File: config.mk
export PLATFORM = sky130hd
export DESIGN_NAME = sdrc_top
export DESIGN_NICKNAME = d
export VERILOG_FILES = /design/src/core/sdrc_pkg.sv /design/src/core/sdrc_div_if.sv /design/src/core/sdrc_clkdiv.sv /design/src/core/sdrc_top.sv
export SDC_FILE = /design/constraint.sdc
export NUM_CORES = 1
export LEC_CHECK = 0
export BUFFER_PORTS_ARGS = -buffer_cell sky130_fd_sc_hd__buf_2
export CAP_MARGIN = 25
export CORE_AREA = 4 4 171 132
export DETAILED_ROUTE_END_ITERATION = 16
export DIE_AREA = 0 0 175 136
export GPL_ROUTABILITY_DRIVEN = 0
export PLACE_DENSITY = 0.62
export SKIP_LAST_GASP = 1
export SLEW_MARGIN = 15
export SYNTH_ARGS = -nofsm -noshare
export SYNTH_HDL_FRONTEND = slang
export SYNTH_HIERARCHICAL = 1
export SYNTH_SLANG_ARGS = --single-unit
File: constraint.sdc
create_clock -name CLOCK -period 6.35 [get_ports CLOCK]
set_clock_uncertainty 0.2 [all_clocks]
set_input_delay 0.635 -clock CLOCK [delete_from_list [all_inputs] [get_ports CLOCK]]
set_output_delay 0.635 -clock CLOCK [all_outputs]
set_load 0.01 [all_outputs]
File: src/core/sdrc_pkg.sv
// Package of constants for the synthesizer reference and divider control block.
package sdrc_pkg;

   // Clock rate and regulator start-up time.
   localparam int CLK_FREQ_MHZ = 50;
   localparam int REG_UP_TIME_US = 50;
   localparam int REG_UP_CYCLES = REG_UP_TIME_US * CLK_FREQ_MHZ;
   localparam logic [11:0] REG_UP_COUNT = 12'(REG_UP_CYCLES);

   // Register port addresses.
   localparam logic [1:0] ADDR_LATCH0 = 2'h0;
   localparam logic [1:0] ADDR_LATCH1 = 2'h1;
   localparam logic [1:0] ADDR_STATUS = 2'h2;

   // Serial word length and latch control codes in the two low bits.
   localparam int SER_BITS = 32;
   localparam int NUM_LATCH = 2;

   // Field positions of latch 0.
   localparam int R0_FRAC_LSB = 2;
   localparam int R0_INT_LSB = 16;
   localparam int R0_PLL_EN_BIT = 28;
   localparam int R0_MUX_LSB = 29;

   // Field positions of latch 1.
   localparam int R1_RDIV_LSB = 4;
   localparam int R1_CLKDIV_LSB = 8;
   localparam int R1_OSC_EN_BIT = 12;
   localparam int R1_DIV2_BIT = 13;
   localparam int R1_BIAS_LSB = 16;
   localparam int R1_VADJ_LSB = 20;

   // Reset values: R = 1, clock output divide field 4 (ratio 8), oscillator on, mux on regulator ready.
   localparam logic [31:0] R0_RESET = 32'h0000_0000;
   localparam logic [31:0] R1_RESET = 32'h0000_1411;

   // Diagnostic multiplexer source codes.
   localparam logic [2:0] MUX_REG_READY = 3'h0;
   localparam logic [2:0] MUX_DIG_LOCK = 3'h1;
   localparam logic [2:0] MUX_PLL_EN = 3'h2;
   localparam logic [2:0] MUX_PFD_TICK = 3'h3;
   localparam logic [2:0] MUX_LOGIC_LOW = 3'h4;
   localparam logic [2:0] MUX_LOGIC_HIGH = 3'h5;

   // Digital lock detect thresholds in nanoseconds and run length.
   localparam logic [7:0] LOCK_SET_NS = 8'h0F;
   localparam logic [7:0] LOCK_CLEAR_NS = 8'h19;
   localparam logic [2:0] LOCK_RUN = 3'h5;

   // Status word bit positions.
   localparam int ST_REG_READY = 0;
   localparam int ST_LOCK = 1;
   localparam int ST_CLK_DRIVE = 2;

   // Lock detector states.
   typedef enum logic {SDRC_SEARCH, SDRC_LOCKED} sdrc_lock_t;

endpackage

File: src/core/sdrc_div_if.sv
// Interface carrying the clock output divide setting and the divided clock back.
`timescale 1ns/1ps
interface sdrc_div_if;
   logic [3:0] div_k;    // Half-period in reference cycles, zero stops the output.
   logic clk_level;      // Divided clock level.
   logic drive;          // High while the output pin is driven.
   modport ctrl (output div_k, input clk_level, input drive);
   modport div (input div_k, output clk_level, output drive);
endinterface

File: src/core/sdrc_clkdiv.sv
// Even divider for the divided reference clock output.
`timescale 1ns/1ps
module sdrc_clkdiv
   import sdrc_pkg::*;
(
   input wire logic clk,
   input wire logic rst,
   sdrc_div_if.div port
);

   logic [3:0] k_q;      // Setting in use.
   logic [3:0] cnt_q;    // Cycles spent in the current half period.
   logic lvl_q;          // Output level.

   // A change of setting restarts the output low with a cleared count, which can cut a high half period short.
   always_ff @(posedge clk or posedge rst) begin
      if (rst) begin
         k_q <= 4'h0;
         cnt_q <= 4'h0;
         lvl_q <= 1'b0;
      end else if (port.div_k != k_q) begin
         k_q <= port.div_k;
         cnt_q <= 4'h0;
         lvl_q <= 1'b0;
      end else if (k_q == 4'h0) begin
         lvl_q <= 1'b0;
      end else if (cnt_q == k_q - 4'h1) begin
         cnt_q <= 4'h0;
         lvl_q <= ~lvl_q;
      end else begin
         cnt_q <= cnt_q + 4'h1;
      end
   end

   assign port.clk_level = lvl_q;
   assign port.drive = (k_q != 4'h0);
endmodule

File: src/core/sdrc_top.sv
// Synthesizer reference, divider, lock detect and diagnostic mux control.
`timescale 1ns/1ps
module sdrc_top
   import sdrc_pkg::*;
(
   input wire logic CLOCK,
   input wire logic RST,
   input wire logic POWER_ON,
   input wire logic SCLK,
   input wire logic SDATA,
   input wire logic LATCH_LOAD_STROBE,
   input wire logic [7:0] PHASE_ERR_NS,
   input wire logic [1:0] ADDR,
   input wire logic [31:0] WDATA,
   input wire logic WR,
   input wire logic RD,
   output logic [31:0] RDATA,
   output logic REGULATOR_ENABLE,
   output logic OSC_ENABLE,
   output logic DIVIDED_REF_CLOCK_OUT,
   output logic DIVIDED_REF_CLOCK_OE,
   output logic DIAG_MUX_OUT,
   output logic PLL_ENABLE,
   output logic VCO_ENABLE,
   output logic [1:0] VCO_ADJUST,
   output logic [3:0] VCO_BIAS,
   output logic LOW_BAND_DIV2,
   output logic [7:0] INT_DIVIDE,
   output logic [13:0] FRAC_DIVIDE,
   output logic PFD_TICK,
   output logic [8:0] FEEDBACK_DIVIDE
);

   // Returns one-hot write enables for the two latches from a two-bit latch code.
   function automatic logic [NUM_LATCH-1:0] latch_sel(input logic [1:0] code);
      logic [NUM_LATCH-1:0] sel;
      sel = '0;
      if (code == ADDR_LATCH0) begin
         sel[0] = 1'b1;
      end else if (code == ADDR_LATCH1) begin
         sel[1] = 1'b1;
      end
      return sel;
   endfunction

   logic [31:0] latch_q [NUM_LATCH];   // Programmed latches 0 and 1.
   logic [31:0] shift_q;               // Serial shift register.
   logic sclk_q;                       // Previous serial clock sample.
   logic strobe_q;                     // Previous load strobe sample.
   logic [11:0] reg_cnt_q;             // Regulator start-up timer.
   logic reg_ready_q;                  // Regulator at nominal voltage.
   logic [2:0] r_cnt_q;                // Reference divider count.
   logic pfd_tick_q;                   // One-cycle phase detector enable.
   logic [14:0] frac_acc_q;            // Sigma-delta accumulator with carry.
   logic [8:0] fb_div_q;               // Divide value for the current PFD cycle.
   sdrc_lock_t lock_state_q;           // Lock detector state.
   logic [2:0] lock_run_q;             // Consecutive good phase comparisons.
   logic osc_en_q;                     // Oscillator enable register.
   logic mux_q;                        // Registered diagnostic output.
   logic [31:0] rdata_q;               // Read data for the cycle after a read.
   logic [NUM_LATCH-1:0] ser_sel;      // Latch picked by the serial word.
   logic [NUM_LATCH-1:0] bus_sel;      // Latch picked by the register port.
   logic strobe_rise;                  // Load strobe rising edge.
   logic sclk_rise;                    // Serial clock rising edge.
   logic [2:0] r_div;                  // Effective R value.

   sdrc_div_if div_bus ();

   assign sclk_rise = SCLK && !sclk_q;
   assign strobe_rise = LATCH_LOAD_STROBE && !strobe_q;
   assign ser_sel = latch_sel(shift_q[1:0]);
   assign bus_sel = latch_sel(ADDR);

   // Edge history of the serial pins; inputs are already in the clock domain.
   always_ff @(posedge CLOCK or posedge RST) begin
      if (RST) begin
         sclk_q <= 1'b0;
         strobe_q <= 1'b0;
      end else begin
         sclk_q <= SCLK;
         strobe_q <= LATCH_LOAD_STROBE;
      end
   end

   // The shift register only runs once the interface regulator is ready, as it is unpowered before.
   always_ff @(posedge CLOCK or posedge RST) begin
      if (RST) begin
         shift_q <= 32'h0000_0000;
      end else if (!POWER_ON) begin
         shift_q <= 32'h0000_0000;
      end else if (reg_ready_q && sclk_rise) begin
         shift_q <= {shift_q[SER_BITS-2:0], SDATA};
      end
   end

   // One storage process per latch; the strobe wins over a port write in the same cycle.
   generate
      for (genvar g = 0; g < NUM_LATCH; g++) begin : g_latch
         localparam logic [31:0] RST_VAL = (g == 0) ? R0_RESET : R1_RESET;
         always_ff @(posedge CLOCK or posedge RST) begin
            if (RST) begin
               latch_q[g] <= RST_VAL;
            end else if (!POWER_ON) begin
               latch_q[g] <= RST_VAL;
            end else if (reg_ready_q && strobe_rise && ser_sel[g]) begin
               latch_q[g] <= shift_q;
            end else if (reg_ready_q && WR && bus_sel[g]) begin
               latch_q[g] <= WDATA;
            end
         end
      end
   endgenerate

   // Regulator start-up timer; it restarts whenever the power pin drops.
   always_ff @(posedge CLOCK or posedge RST) begin
      if (RST) begin
         reg_cnt_q <= 12'h000;
         reg_ready_q <= 1'b0;
      end else if (!POWER_ON) begin
         reg_cnt_q <= 12'h000;
         reg_ready_q <= 1'b0;
      end else if (reg_cnt_q == REG_UP_COUNT - 12'h001) begin
         reg_ready_q <= 1'b1;
      end else begin
         reg_cnt_q <= reg_cnt_q + 12'h001;
      end
   end

   // Oscillator enable, gated by the power pin.
   always_ff @(posedge CLOCK or posedge RST) begin
      if (RST) begin
         osc_en_q <= 1'b0;
      end else begin
         osc_en_q <= POWER_ON && latch_q[1][R1_OSC_EN_BIT];
      end
   end

   // A zero R field would stall the phase detector, so it acts as R = 1.
   assign r_div = (latch_q[1][R1_RDIV_LSB +: 3] == 3'h0) ? 3'h1 : latch_q[1][R1_RDIV_LSB +: 3];

   // Reference divider: one tick every R reference cycles while the oscillator runs.
   always_ff @(posedge CLOCK or posedge RST) begin
      if (RST) begin
         r_cnt_q <= 3'h0;
         pfd_tick_q <= 1'b0;
      end else if (!osc_en_q) begin
         r_cnt_q <= 3'h0;
         pfd_tick_q <= 1'b0;
      end else if (r_cnt_q >= r_div - 3'h1) begin
         r_cnt_q <= 3'h0;
         pfd_tick_q <= 1'b1;
      end else begin
         r_cnt_q <= r_cnt_q + 3'h1;
         pfd_tick_q <= 1'b0;
      end
   end

   // First-order sigma-delta: the fraction carry adds one to the integer for that PFD cycle.
   always_ff @(posedge CLOCK or posedge RST) begin
      if (RST) begin
         frac_acc_q <= 15'h0000;
         fb_div_q <= 9'h000;
      end else if (!latch_q[0][R0_PLL_EN_BIT]) begin
         frac_acc_q <= 15'h0000;
         fb_div_q <= {1'b0, latch_q[0][R0_INT_LSB +: 8]};
      end else if (pfd_tick_q) begin
         frac_acc_q <= {1'b0, frac_acc_q[13:0]} + {1'b0, latch_q[0][R0_FRAC_LSB +: 14]};
         fb_div_q <= {1'b0, latch_q[0][R0_INT_LSB +: 8]} + {8'h00, frac_acc_q[14]};
      end
   end

   // Digital lock detector, evaluated once per phase detector cycle.
   always_ff @(posedge CLOCK or posedge RST) begin
      if (RST) begin
         lock_state_q <= SDRC_SEARCH;
         lock_run_q <= 3'h0;
      end else if (!latch_q[0][R0_PLL_EN_BIT]) begin
         lock_state_q <= SDRC_SEARCH;
         lock_run_q <= 3'h0;
      end else if (pfd_tick_q) begin
         case (lock_state_q)
            SDRC_SEARCH: begin
               if (PHASE_ERR_NS >= LOCK_SET_NS) begin
                  lock_run_q <= 3'h0;
               end else if (lock_run_q == LOCK_RUN - 3'h1) begin
                  lock_run_q <= 3'h0;
                  lock_state_q <= SDRC_LOCKED;
               end else begin
                  lock_run_q <= lock_run_q + 3'h1;
               end
            end
            SDRC_LOCKED: begin
               if (PHASE_ERR_NS >= LOCK_CLEAR_NS) begin
                  lock_state_q <= SDRC_SEARCH;
               end
            end
            default: begin
               lock_state_q <= SDRC_SEARCH;
            end
         endcase
      end
   end

   // Diagnostic multiplexer; registered so the pin never glitches on a setting change.
   always_ff @(posedge CLOCK or posedge RST) begin
      if (RST) begin
         mux_q <= 1'b0;
      end else begin
         case (latch_q[0][R0_MUX_LSB +: 3])
            MUX_REG_READY: mux_q <= reg_ready_q;
            MUX_DIG_LOCK: mux_q <= (lock_state_q == SDRC_LOCKED);
            MUX_PLL_EN: mux_q <= latch_q[0][R0_PLL_EN_BIT];
            MUX_PFD_TICK: mux_q <= pfd_tick_q;
            MUX_LOGIC_HIGH: mux_q <= 1'b1;
            default: mux_q <= 1'b0;
         endcase
      end
   end

   // Register port read; data stand only in the cycle after the strobe.
   always_ff @(posedge CLOCK or posedge RST) begin
      if (RST) begin
         rdata_q <= 32'h0000_0000;
      end else if (!RD) begin
         rdata_q <= 32'h0000_0000;
      end else if (ADDR == ADDR_LATCH0) begin
         rdata_q <= latch_q[0];
      end else if (ADDR == ADDR_LATCH1) begin
         rdata_q <= latch_q[1];
      end else if (ADDR == ADDR_STATUS) begin
         rdata_q <= {29'h0000_0000, div_bus.drive, lock_state_q == SDRC_LOCKED, reg_ready_q};
      end else begin
         rdata_q <= 32'h0000_0000;
      end
   end

   // Divide field k gives a ratio of 2k; it is forced to zero while the oscillator is off.
   assign div_bus.div_k = osc_en_q ? latch_q[1][R1_CLKDIV_LSB +: 4] : 4'h0;

   sdrc_clkdiv u_clkdiv (
      .clk(CLOCK),
      .rst(RST),
      .port(div_bus.div)
   );

   assign RDATA = rdata_q;
   assign REGULATOR_ENABLE = POWER_ON;
   assign OSC_ENABLE = osc_en_q;
   assign DIVIDED_REF_CLOCK_OUT = div_bus.clk_level;
   assign DIVIDED_REF_CLOCK_OE = div_bus.drive;
   assign DIAG_MUX_OUT = mux_q;
   assign PLL_ENABLE = latch_q[0][R0_PLL_EN_BIT];
   assign VCO_ENABLE = latch_q[0][R0_PLL_EN_BIT];
   assign VCO_ADJUST = latch_q[1][R1_VADJ_LSB +: 2];
   assign VCO_BIAS = latch_q[1][R1_BIAS_LSB +: 4];
   assign LOW_BAND_DIV2 = latch_q[1][R1_DIV2_BIT];
   assign INT_DIVIDE = latch_q[0][R0_INT_LSB +: 8];
   assign FRAC_DIVIDE = latch_q[0][R0_FRAC_LSB +: 14];
   assign PFD_TICK = pfd_tick_q;
   assign FEEDBACK_DIVIDE = fb_div_q;
endmodule

Word-level counts from Yosys, hierarchy flattened
Index checks and enable logic that the tools add are counted.

$add $sub $neg: 8. Order comparisons: 3. Equal/unequal tests: 19. Multiplexer cells: 50. Bitwise operators: 2. Reduce and logical (&&, ||, !) cells: 20.

Operators with widths (count): 32-bit 2-to-1 mux (11); 15-bit 2-to-1 mux (2); 3-bit 2-to-1 mux (9); 12-bit 2-to-1 mux (2); 1-bit 2-to-1 mux (18); 9-bit 2-to-1 mux (2); 4-bit 2-to-1 mux (4); 14-bit by 14-bit adder with 15-bit output (1); 12-bit by 1-bit adder with 12-bit output (second input constant) (1); 12-bit == test (second input constant) (1); 1-bit logical AND (10); 8-bit by 1-bit adder with 9-bit output (1); 8-bit by 4-bit greater-or-equal comparator with 1-bit output (second input constant) (1); 8-bit by 5-bit greater-or-equal comparator with 1-bit output (second input constant) (1); 2-bit by 1-bit != test with 1-bit output (second input constant) (4); 3-bit by 1-bit adder with 3-bit output (second input constant) (2); 3-bit by 2-bit == test with 1-bit output (second input constant) (2); 3-bit == test (second input constant) (2); 3-bit zero test (2); 3-bit by 1-bit != test with 1-bit output (second input constant) (2); 1-bit one-hot mux with 5 select lines (1); 4-bit by 1-bit adder with 4-bit output (second input constant) (1); 2-bit by 1-bit == test with 1-bit output (second input constant) (2); 4-bit == test (1); 15 further kinds (19).

Register bits after elaboration: 186. Input bits: 50. Output and inout port bits: 78. Logic and storage cells: 121.

Logic depth before layout (Yosys ltp)
Gate-level depths: netlist (run 1).

Word-level depth: 7. Gate-level depth with buffers: 8. Mapped depth without buffers: 8.

Modules after synthesis
The synthesis (run 1) kept the hierarchy.

By module, submodules not included: sdrc_top (times used 1, cells each 873, area each 9098.7 um^2, sequential area each 4434.3 um^2); sdrc_clkdiv (times used 1, cells each 54, area each 570.5 um^2, sequential area each 225.2 um^2).

Least setup slack after synthesis (run 1)
Ideal clock, no wire load.

Path kind: flip-flop to flip-flop. From: register latch_q (netlist bit FRAC_DIVIDE[0]). To: register frac_acc_q[12]. Setup time: 0.128 ns. Data arrival time: 2.213 ns. Required time: 6.022 ns. Slack: 3.809 ns. Cell stages (with the launch flop): 9. Path buffers: 0. Period minus slack after synthesis: 2.541 ns. Cell sequence: dfrtp_1 ha_1 fa_1 a21o_1 a221oi_2 o21ai_2 a311oi_2 mux2i_1 nand3_1.

Word-level cells in the longest chain between the ends: 3.

RTL lines: from (decl) (line sdrc_top.sv:46) `logic [31:0] latch_q [NUM_LATCH];`; from (signal, indexed assignment) (line sdrc_top.sv:106) `latch_q[g] <= shift_q;`; 14-bit by 14-bit adder with 15-bit output (line sdrc_top.sv:167) `frac_acc_q <= {1'b0, frac_acc_q[13:0]} + {1'b0, latch_q[0][R0_FRAC_LSB +: 14]};`; 15-bit 2-to-1 mux (line sdrc_top.sv:166) `end else if (pfd_tick_q) begin`; 15-bit 2-to-1 mux (line sdrc_top.sv:163) `end else if (!latch_q[0][R0_PLL_EN_BIT]) begin`; to (signal assigned) (line sdrc_top.sv:167); to (decl) (line sdrc_top.sv:54) `logic [14:0] frac_acc_q;`.

Every way passes these cells. The select of a mux whose other input is x is not followed. A chain may end at the register's enable or synchronous reset.

Worst setup path after layout (run 1)
Ends and elaborated chain as after synthesis.

==> results of run 1 <==
==> area by class of cell <==
type	instances	area, um^2
clock inverters	9	66.3
repair buffers	141	773
well taps	288	360
clock buffers	22	484
fillers	1960	9910
inverters	14	62.6
multi-input cells	642	4520
flip-flops and latches	186	4660
==> kinds of logic after synthesis <==
family	count (synthesis)	share of synthesized area [%]
simple gates	311	14.8
flops	186	48.2
compound gates	159	13.4
mux	111	11.5
buf+inv	99	5.28
xor+xnor	33	3.13
fa+ha+maj	28	3.70
==> registers in the layout (all words and copies together) (netlist names), 2 cells and up <==
signal,flops
latch_q,34
RDATA,32
INT_DIVIDE,8
FEEDBACK_DIVIDE,9
shift_q,32
u_clkdiv/cnt_q,4
VCO_ADJUST,2
VCO_BIAS,4
frac_acc_q,15
lock_run_q,3
u_clkdiv/k_q,4
FRAC_DIVIDE,14
reg_cnt_q,12
r_cnt_q,3
==> where the power goes <==
group	total (mW)	switching (mW)	internal [mW]
registers	1.20	0.00676	1.19
clock network	1.01	0.465	0.542
logic	0.113	0.0749	0.0380
total	2.32	0.546	1.77
==> metrics by stage <==
| step | power, mW | hold WS [ps] | instance area (um^2) | utilization [%] |
|---|---|---|---|---|
| 2_1_floorplan | 1.28 | 229 | 9670 | - |
| 3_3_place_gp | 1.33 | 256 | 10300 | 49.5 |
| 3_5_place_dp | 1.33 | 260 | 10300 | 49.6 |
| 4_1_cts | 2.34 | 6.29 | 10900 | 52.3 |
| 5_1_grt | 2.41 | 36.4 | 10900 | 52.4 |
| 6_report | 2.32 | 7.38 | 10900 | 52.4 |
==> worst min path at each step <==
| stage | from | to | slack (ps) | cells past startpoint |
|---|---|---|---|---|
| 2_1_floorplan | r_cnt_q[0] | r_cnt_q[0] | 230 | 1 |
| 3_3_place_gp | r_cnt_q[0] | r_cnt_q[0] | 260 | 1 |
| 3_5_place_dp | r_cnt_q[0] | r_cnt_q[0] | 260 | 1 |
| 4_1_cts | RST | u_clkdiv/cnt_q[1] | 6 | 2 |
| 5_1_grt | RST | u_clkdiv/port.clk_level | 40 | 2 |
| 6_report | RST | u_clkdiv/port.clk_level | 7 | 2 |
==> cell usage in the layout (no fill, tap or decap), drive strengths merged, types with 3 or more instances in the layout <==
master | Yosys | final
a21boi | 34 | 34
a21o | 5 | 5
a21oi | 20 | 20
and2 | 22 | 22
and3 | 6 | 6
buf | 44 | 141
clkbuf | 41 | 22
clkinv | 1 | 5
clkinvlp | 0 | 4
dfrtp | 182 | 182
dfstp | 4 | 4
ha | 27 | 27
inv | 13 | 14
mux2i | 110 | 110
nand2 | 162 | 162
nand2b | 7 | 7
nand3 | 17 | 17
nand4 | 4 | 4
nor2 | 51 | 51
nor2b | 16 | 16
nor3 | 7 | 7
nor3b | 3 | 3
nor4 | 5 | 5
o211a | 58 | 58
o21ai | 19 | 19
xnor2 | 23 | 23
xor2 | 9 | 9
==> critical path: cells and delay by family (launching register included) <==
kind / cells / cell delay [ps]
simple gates: 1 / 80
fa+ha+maj: 2 / 660
flops: 1 / 420
mux: 1 / 230
compound gates: 4 / 1090
==> per-layer routing <==
layer / share of wire (%) / vias up / routed length, um / track usage, %
li1: - / 3339 / - / -
met1: 52 / 3379 / 11900 / 30.7
met2: 43 / 149 / 9840 / 28.3
met3: 4.9 / 13 / 1130 / 4.50
met4: 0.57 / 4 / 130 / 3.71
met5: 0.12 / - / 27 / 0
==> results.cfg, run 1 <==
[outcome]
outcome = complete, no violations

[drt]
ant_nets = 0
drtPass1Iterations = 5
wirelength_um = 23000
routedWlPerCell_um = 17.7
avgViaCountPerCell = 5.29
num_vias = 6884
post-route-drc-count = 0
drt_iter0_drc = 516

[worst_setup_path]
reg2reg_slack_ps = 3550
critPathCapture = frac_acc_q[12]
critical_path_required_ps = 6460
crit_path_max_fanout = 4
crit_type = flip-flop to flip-flop
arrival_ps = 2910
cp_slowest_cell = dfrtp_1
end_kind = flip-flop
r2r_cells = 8
timing.rr.start = FRAC_DIVIDE[0]
path_cells = ha_1 > fa_1 > a21o_1 > a221oi_2 > o21ai_2 > a311oi_2 > mux2i_1 > nand3_1
critPathMaxStageDelay_ps = 420
critical_path.startpoint = FRAC_DIVIDE[0]
r2r-end = frac_acc_q[12]
critPathLaunchType = flip-flop

[power_and_ir_drop]
p_leak_nw = 6.12
p_per_area_nw_per_um2 = 212
vdd.ir_drop.worst_mv = 0.155

[min_path]
hold_path_class = input port to async pin

[sta]
setup_viol = 0
final.setup.worst_slack_ps = 3550
fin_setup_tns_ps = 0
period_share_pct = 44.0
period_needed_ps = 2800
slew_headroom_pct = 45.3
worst_pin_slew_ps = 820
hold_viol = 0
rsz0062_at_grt = no
clock.fmax_ghz = 0.358
drv_slew = 0

[cts]
root_buffer = clkbuf_16
clk_pin_slew_worst_paths_ps = 70
ctsHoldBuffers = 0
clk_path_buf_depth = 2
cts_inserted_buffers = 17
h-tree-depth = 4
clkSinkCount = 186
cts_resized = 0
cts_setup_buffers = 0
clk_latency_ps = 430
cts_tree = built

[yosys]
yosysMostFrequentCell = dfrtp_1
synth_top_cell_by_area = dfrtp_1
yosysWarningCount = 6
ys_ff_latch = 186
synth_area_leaders = dfrtp_1 47%, mux2i_1 11%, nand2_1 6.3%
synth_common_cells = 182 x dfrtp_1, 162 x nand2_1, 110 x mux2i_1
synth.avg_cell_area_um2 = 10.4
synth_area_um2 = 9670
syn_inst = 927
synthArstFlopShare_pct = 100
synth_top_flop_cell = dfrtp_1
synth_top_area_share_pct = 47.1
yosysSeqAreaShare_pct = 48.2
mappedNetlistNets = 1005
synth_edf_count = 0
netlist-cell-type-count = 68

[placement]
dpl.hpwl_um = 14900
dp_cells = 1270
place_worst_setup_slack_ps = 3600
port_buffers = 127

[global_route]
track_usage_pct = 19.7
antenna_found_initial = 2
grt_pass1_vias = 6588
gr-total-overflow = 0
grt_max_degree = 110
grt_pass1_wl_um = 37000

[finish]
layout.cells.non_filler = 1302
final_nets = 1080
synthToLayoutAreaGrowth_pct = 13.0
drive_gt1_share_pct = 19.2
diodes = 0

[floorplan]
ios = 128
die_area_um2 = 23800
die_h_um = 136
rows = 46
core_um2 = 20800
die_w_um = 175
start_util_pct = 46.4

[flow_run]
max_cap_viol_count = 0
No activity file was read; power rests on OpenSTA's default activity.
==> inputs of run 2 (changes only) <==
--- a/config.mk
+++ b/config.mk
@@ -11,7 +11,7 @@
 export DETAILED_ROUTE_END_ITERATION = 16
 export DIE_AREA = 0 0 175 136
 export GPL_ROUTABILITY_DRIVEN = 0
-export PLACE_DENSITY = 0.62
+export PLACE_DENSITY = 0.65
 export SKIP_LAST_GASP = 1
 export SLEW_MARGIN = 15
 export SYNTH_ARGS = -nofsm -noshare
==> constraint.sdc (replaced) <==
create_clock -name CLOCK -period 2.3 [get_ports CLOCK]
set_clock_uncertainty 0.2 [all_clocks]
set_input_delay 0.23 -clock CLOCK [delete_from_list [all_inputs] [get_ports CLOCK]]
set_output_delay 0.23 -clock CLOCK [all_outputs]
set_load 0.01 [all_outputs]
==> run 2 against run 1 <==
  * Largest cell class unchanged
  * Register-to-register slack got worse by 3700 ps
  * Final area increased by 6.8%
  * The run now ends with setup timing left
  * Routed wire length increased by 3.1%
  * Critical path depth is the same
  * Power rose to 2.9 times the previous value
==> results.cfg, run 2 (synthesis results as in run 1) <==
[cts]
cts_inserted_buffers = 17
h-tree-depth = 4
root_buffer = clkbuf_16
clk_latency_ps = 430
clk_path_buf_depth = 2
clk_pin_slew_worst_paths_ps = 70
cts_tree = built
clkSinkCount = 186

[worst_setup_path]
critPathMaxStageDelay_ps = 390
crit_path_max_fanout = 2
reg2reg_slack_ps = -190
crit_type = flip-flop to flip-flop
r2r-end = frac_acc_q[14]
critPathLaunchType = flip-flop
critical_path_required_ps = 2420
path_cells = ha_2 > fa_2 > a21o_1 > a221oi_4 > o21ai_2 > a311oi_2 > o2111ai_1 > o311a_1
r2r_cells = 8
timing.rr.start = frac_acc_q[0]
arrival_ps = 2610
cp_slowest_cell = dfrtp_1
end_kind = flip-flop

[placement]
place_worst_setup_slack_ps = -195
port_buffers = 127
dpl.hpwl_um = 15600

[global_route]
track_usage_pct = 20.5
grt_pass1_wl_um = 38900
grt_max_degree = 111
gr-total-overflow = 0
grt_pass1_vias = 7228
antenna_found_initial = 1

[min_path]
hold_path_class = input port to flip-flop
hold_depth = 4
holdCritStartpoint = WDATA[7]
hold_end = latch_q[7]

[finish]
final_nets = 1143
largest_register_ffs = 34
synthToLayoutAreaGrowth_pct = 20.6
largest_register = latch_q
final_common_cell = dfrtp_1
drive_gt1_share_pct = 21.6
layout_common_cells = 182 x dfrtp_1, 160 x nand2_1, 127 x buf_2
fill_cells = 1844

[power_and_ir_drop]
switchingPower_mw = 1.60
p_clk_share_pct = 46.2
internal_power_mw = 5.21
switching_share_pct = 23.5
combPwrFrac_pct = 5.2
p_per_area_nw_per_um2 = 583
p_leak_nw = 6.45
pwr-share-seq_pct = 48.6
p_total_mw = 6.80
vdd.ir_drop.worst_mv = 0.508

[flow_run]
max_cap_viol_count = 0

[floorplan]
ios = 128
die_area_um2 = 23800
die_h_um = 136
core_um2 = 20800
rows = 46
die_w_um = 175
start_util_pct = 46.4

[drt]
drtPass1Iterations = 7
num_vias = 7174
avgViaCountPerCell = 5.25
post-route-drc-count = 0
drt_iter0_drc = 428
routedWlPerCell_um = 17.3
wirelength_um = 23700
ant_nets = 0

[sta]
setup_viol = 3
period_share_pct = 108
rsz0062_at_grt = yes
clock.fmax_ghz = 0.402
worst_pin_slew_ps = 685
slew_headroom_pct = 54.4
period_needed_ps = 2490
hold_viol = 0
fin_setup_tns_ps = -399
final.setup.worst_slack_ps = -190
drv_slew = 0

[outcome]
outcome = finished, violations left
violations = setup timing
-- run 2: repair_timing --
action,in CTS,in global routing
pin swaps,4,5
endpoints found under the hold margin,247,0
hold buffers,36,0
resized for setup,1,10
endpoints found under the setup margin,5,9
setup buffers,1,1
-- run 2: per-stage QoR --
stage | cells | instance area, um^2 | hold WS, ps | utilization, %
6_report | 1367 | 11700 | 24.6 | 56.0
5_1_grt | 1367 | 11700 | 14.7 | 56.0
4_1_cts | 1365 | 11600 | 8.66 | 55.6
3_5_place_dp | 1296 | 10600 | 62.7 | 50.8
3_3_place_gp | 1296 | 10600 | 57.9 | 50.8
2_1_floorplan | 927 | 9680 | -142 | -
-- run 2: layout make-up --
type | count | area (um^2) | share of cell area (%)
well taps | 288 | 360 | 3.09
diodes | 1 | 2.50 | 0.0215
clock inverters | 14 | 183 | 1.57
repair buffers | 204 | 1370 | 11.7
clock buffers | 18 | 439 | 3.77
flip-flops and latches | 186 | 4660 | 39.9
inverters | 14 | 61.3 | 0.526
multi-input cells | 642 | 4590 | 39.3
-- run 2: metal layers --
layer	GRT usage [%]	up-vias	wire length, um
met2	31.0	146	10500
li1	-	3469	-
met5	0	-	0
met4	5.02	0	286
met1	30.2	3536	11600
met3	4.53	23	1280
-- run 2: worst max path at each step --
stage	from	endpoint	slack [ps]	cells past startpoint
floorplan	RST	DIAG_MUX_OUT	-390	1
global placement	frac_acc_q[0]	frac_acc_q[12]	-190	8
detailed placement	frac_acc_q[0]	frac_acc_q[12]	-190	8
CTS	frac_acc_q[0]	frac_acc_q[12]	-190	8
global route	frac_acc_q[0]	frac_acc_q[14]	-330	8
finish	frac_acc_q[0]	frac_acc_q[14]	-190	8
-- run 2: power by group through the flow --
stage | Combinational, mW | Sequential [mW] | Clock, mW
floorplan | 0.181 | 3.37 | 0
global placement | 0.308 | 3.37 | 0
global route | 0.393 | 3.31 | 3.35
detailed placement | 0.312 | 3.37 | 0
finish | 0.353 | 3.31 | 3.14
CTS | 0.360 | 3.31 | 3.20
-- run 2: critical path, delay by kind of cell, from the launching register on --
| kind | cells | cell delay [ps] |
|---|---|---|
| flip-flops | 1 | 390 |
| adder cells (fa/ha/maj) | 2 | 550 |
| AO/OA/AOI/OAI | 6 | 1250 |
==> inputs of run 3 (changes only) <==
--- a/config.mk
+++ b/config.mk
@@ -7,11 +7,13 @@
 export LEC_CHECK = 0
 export BUFFER_PORTS_ARGS = -buffer_cell sky130_fd_sc_hd__buf_2
 export CAP_MARGIN = 25
-export CORE_AREA = 4 4 171 132
+export CELL_PAD_IN_SITES_DETAIL_PLACEMENT = 0
+export CELL_PAD_IN_SITES_GLOBAL_PLACEMENT = 1
+export CORE_AREA = 4 4 183 140
 export DETAILED_ROUTE_END_ITERATION = 16
-export DIE_AREA = 0 0 175 136
+export DIE_AREA = 0 0 187 144
 export GPL_ROUTABILITY_DRIVEN = 0
-export PLACE_DENSITY = 0.65
+export PLACE_DENSITY = 0.72
 export SKIP_LAST_GASP = 1
 export SLEW_MARGIN = 15
 export SYNTH_ARGS = -nofsm -noshare
==> run 3 against run 2 <==
  * The run still ends with setup timing left
  * Critical path depth rose by 1
  * Register-to-register slack barely moved
  * Critical path type unchanged
  * First-iteration DRC count rose by 24%
  * Flip-flop and latch count did not move
==> results.cfg, run 3 (synthesis results as in run 1) <==
[worst_setup_path]
arrival_ps = 2660
crit_type = flip-flop to flip-flop
critPathLaunchType = flip-flop
crit_family = compound AO/OA/AOI/OAI gates
path_cells = ha_2 > fa_2 > a21o_1 > a221oi_4 > o21ai_2 > buf_4 > buf_6 > a311o_1 > o21ai_1
end_kind = flip-flop
critical_path_required_ps = 2470
cp_num_buf_inv = 2
crit_path_max_fanout = 3
reg2reg_slack_ps = -200
cp_slowest_cell = dfrtp_1
critPathMaxStageDelay_ps = 390

[power_and_ir_drop]
p_per_area_nw_per_um2 = 584
vdd.ir_drop.worst_mv = 0.556
p_leak_nw = 6.52

[placement]
dpl.hpwl_um = 16100
port_buffers = 127
placed_cell_area_um2 = 10700
place_worst_setup_slack_ps = -200

[drt]
wirelength_um = 24500
drtPass1Iterations = 4
avgViaCountPerCell = 5.17
num_vias = 7175
routedWlPerCell_um = 17.6
ant_nets = 0
drt_iter0_drc = 531
post-route-drc-count = 0

[sta]
rsz0062_at_grt = yes
hold_viol = 0
final.setup.worst_slack_ps = -197
drv_slew = 0
setup_viol = 5
whs_ps = 7.49
worst_pin_slew_ps = 686
clock.fmax_ghz = 0.401
slew_headroom_pct = 54.3
period_needed_ps = 2500
period_share_pct = 109

[cts]
cts_inserted_buffers = 17
clk_path_buf_depth = 2
h-tree-depth = 4
cts_tree = built
root_buffer = clkbuf_16
clk_latency_ps = 440
clk_pin_slew_worst_paths_ps = 80
clkSinkCount = 186

[finish]
largest_register = latch_q
finalInstanceArea_um2 = 11700
final_core_util_pct = 49.4
largest_register_ffs = 34
layout.area.seq_um2 = 4660
final_common_cell = dfrtp_1
diodes = 0
multi_input_area_um2 = 4550
layout_common_cells = 182 x dfrtp_1, 161 x nand2_1, 127 x buf_2
drive_gt1_share_pct = 21.9
final_nets = 1147
synthToLayoutAreaGrowth_pct = 21.4
fill_cells = 2223

[floorplan]
die_area_um2 = 26900
core_um2 = 23800
die_h_um = 144
ios = 128
start_util_pct = 40.6
die_w_um = 187
rows = 49

[global_route]
top_usage_layer = met1
track_usage_pct = 18.4
grt_pass1_vias = 7010
grt_util_met3_pct = 3.21
grt_max_degree = 111
gr-total-overflow = 0
grt_pass1_wl_um = 39400
grt.met1_usage_pct = 27.9
antenna_found_initial = 0
grt_util_met2_pct = 27.3

[outcome]
outcome = finished, violations left
violations = setup timing

[min_path]
hold_path_class = input port to flip-flop

[flow_run]
max_cap_viol_count = 0
-- run 3: through the flow --
stage                     instances  TNS [ps]  total power, mW
after CTS                      1386      -501             6.94
after global routing           1388     -1230             7.11
after global placement         1317      -288             3.69
after detailed placement       1317      -453             3.69
after floorplan                 927    -68240             3.55
final                          1388      -681             6.86
-- run 3: per-layer routing --
metal / routed length, um / vias to the layer above / part of all wire (%)
met4: 239 / 0 / 0.98
li1: - / 3487 / -
met5: 0 / - / 0
met3: 825 / 18 / 3.4
met2: 10600 / 118 / 43
met1: 12800 / 3552 / 52
-- run 3: worst min-delay path: stages --
cell and delay (ps):
buf_2 110, mux2i_1 70, nand2_1 60, o211a_1 140
-- run 3: layout make-up --
| class | count | share of cell area (%) |
|---|---|---|
| repair buffers | 208 | 12.4 |
| clock buffers | 17 | 3.62 |
| flip-flops and latches | 186 | 39.7 |
| well taps | 306 | 3.26 |
| clock inverters | 15 | 1.73 |
| inverters | 14 | 0.522 |
| multi-input cells | 642 | 38.8 |
-- run 3: where the power goes --
group | internal, mW | leakage (nW) | switching (mW) | total (mW)
Sequential | 3.28 | 2.57 | 0.0211 | 3.31
Clock | 1.76 | 0.309 | 1.43 | 3.19
Combinational | 0.152 | 3.64 | 0.212 | 0.364
Total | 5.20 | 6.52 | 1.66 | 6.86
-- run 3: final timing paths --
check	startpoint	endpoint	depth (start not counted)
setup / recovery	frac_acc_q[0]	frac_acc_q[10]	9
hold / removal	WDATA[10]	FRAC_DIVIDE[8]	4
setup reg to reg	frac_acc_q[0]	frac_acc_q[10]	9
hold reg to reg	FEEDBACK_DIVIDE[7]	FEEDBACK_DIVIDE[7]	2
max in group asynchronous	RST	VCO_ADJUST[1]	5
min in group asynchronous	RST	lock_run_q[2]	3
-- run 3: what timing repair did --
item | CTS | global route
pin swaps | 3 | 2
setup buffers | 3 | 3
setup endpoints to repair | 5 | 9
hold endpoints to repair | 170 | 0
gates resized for setup | 0 | 8
hold buffers | 34 | 0
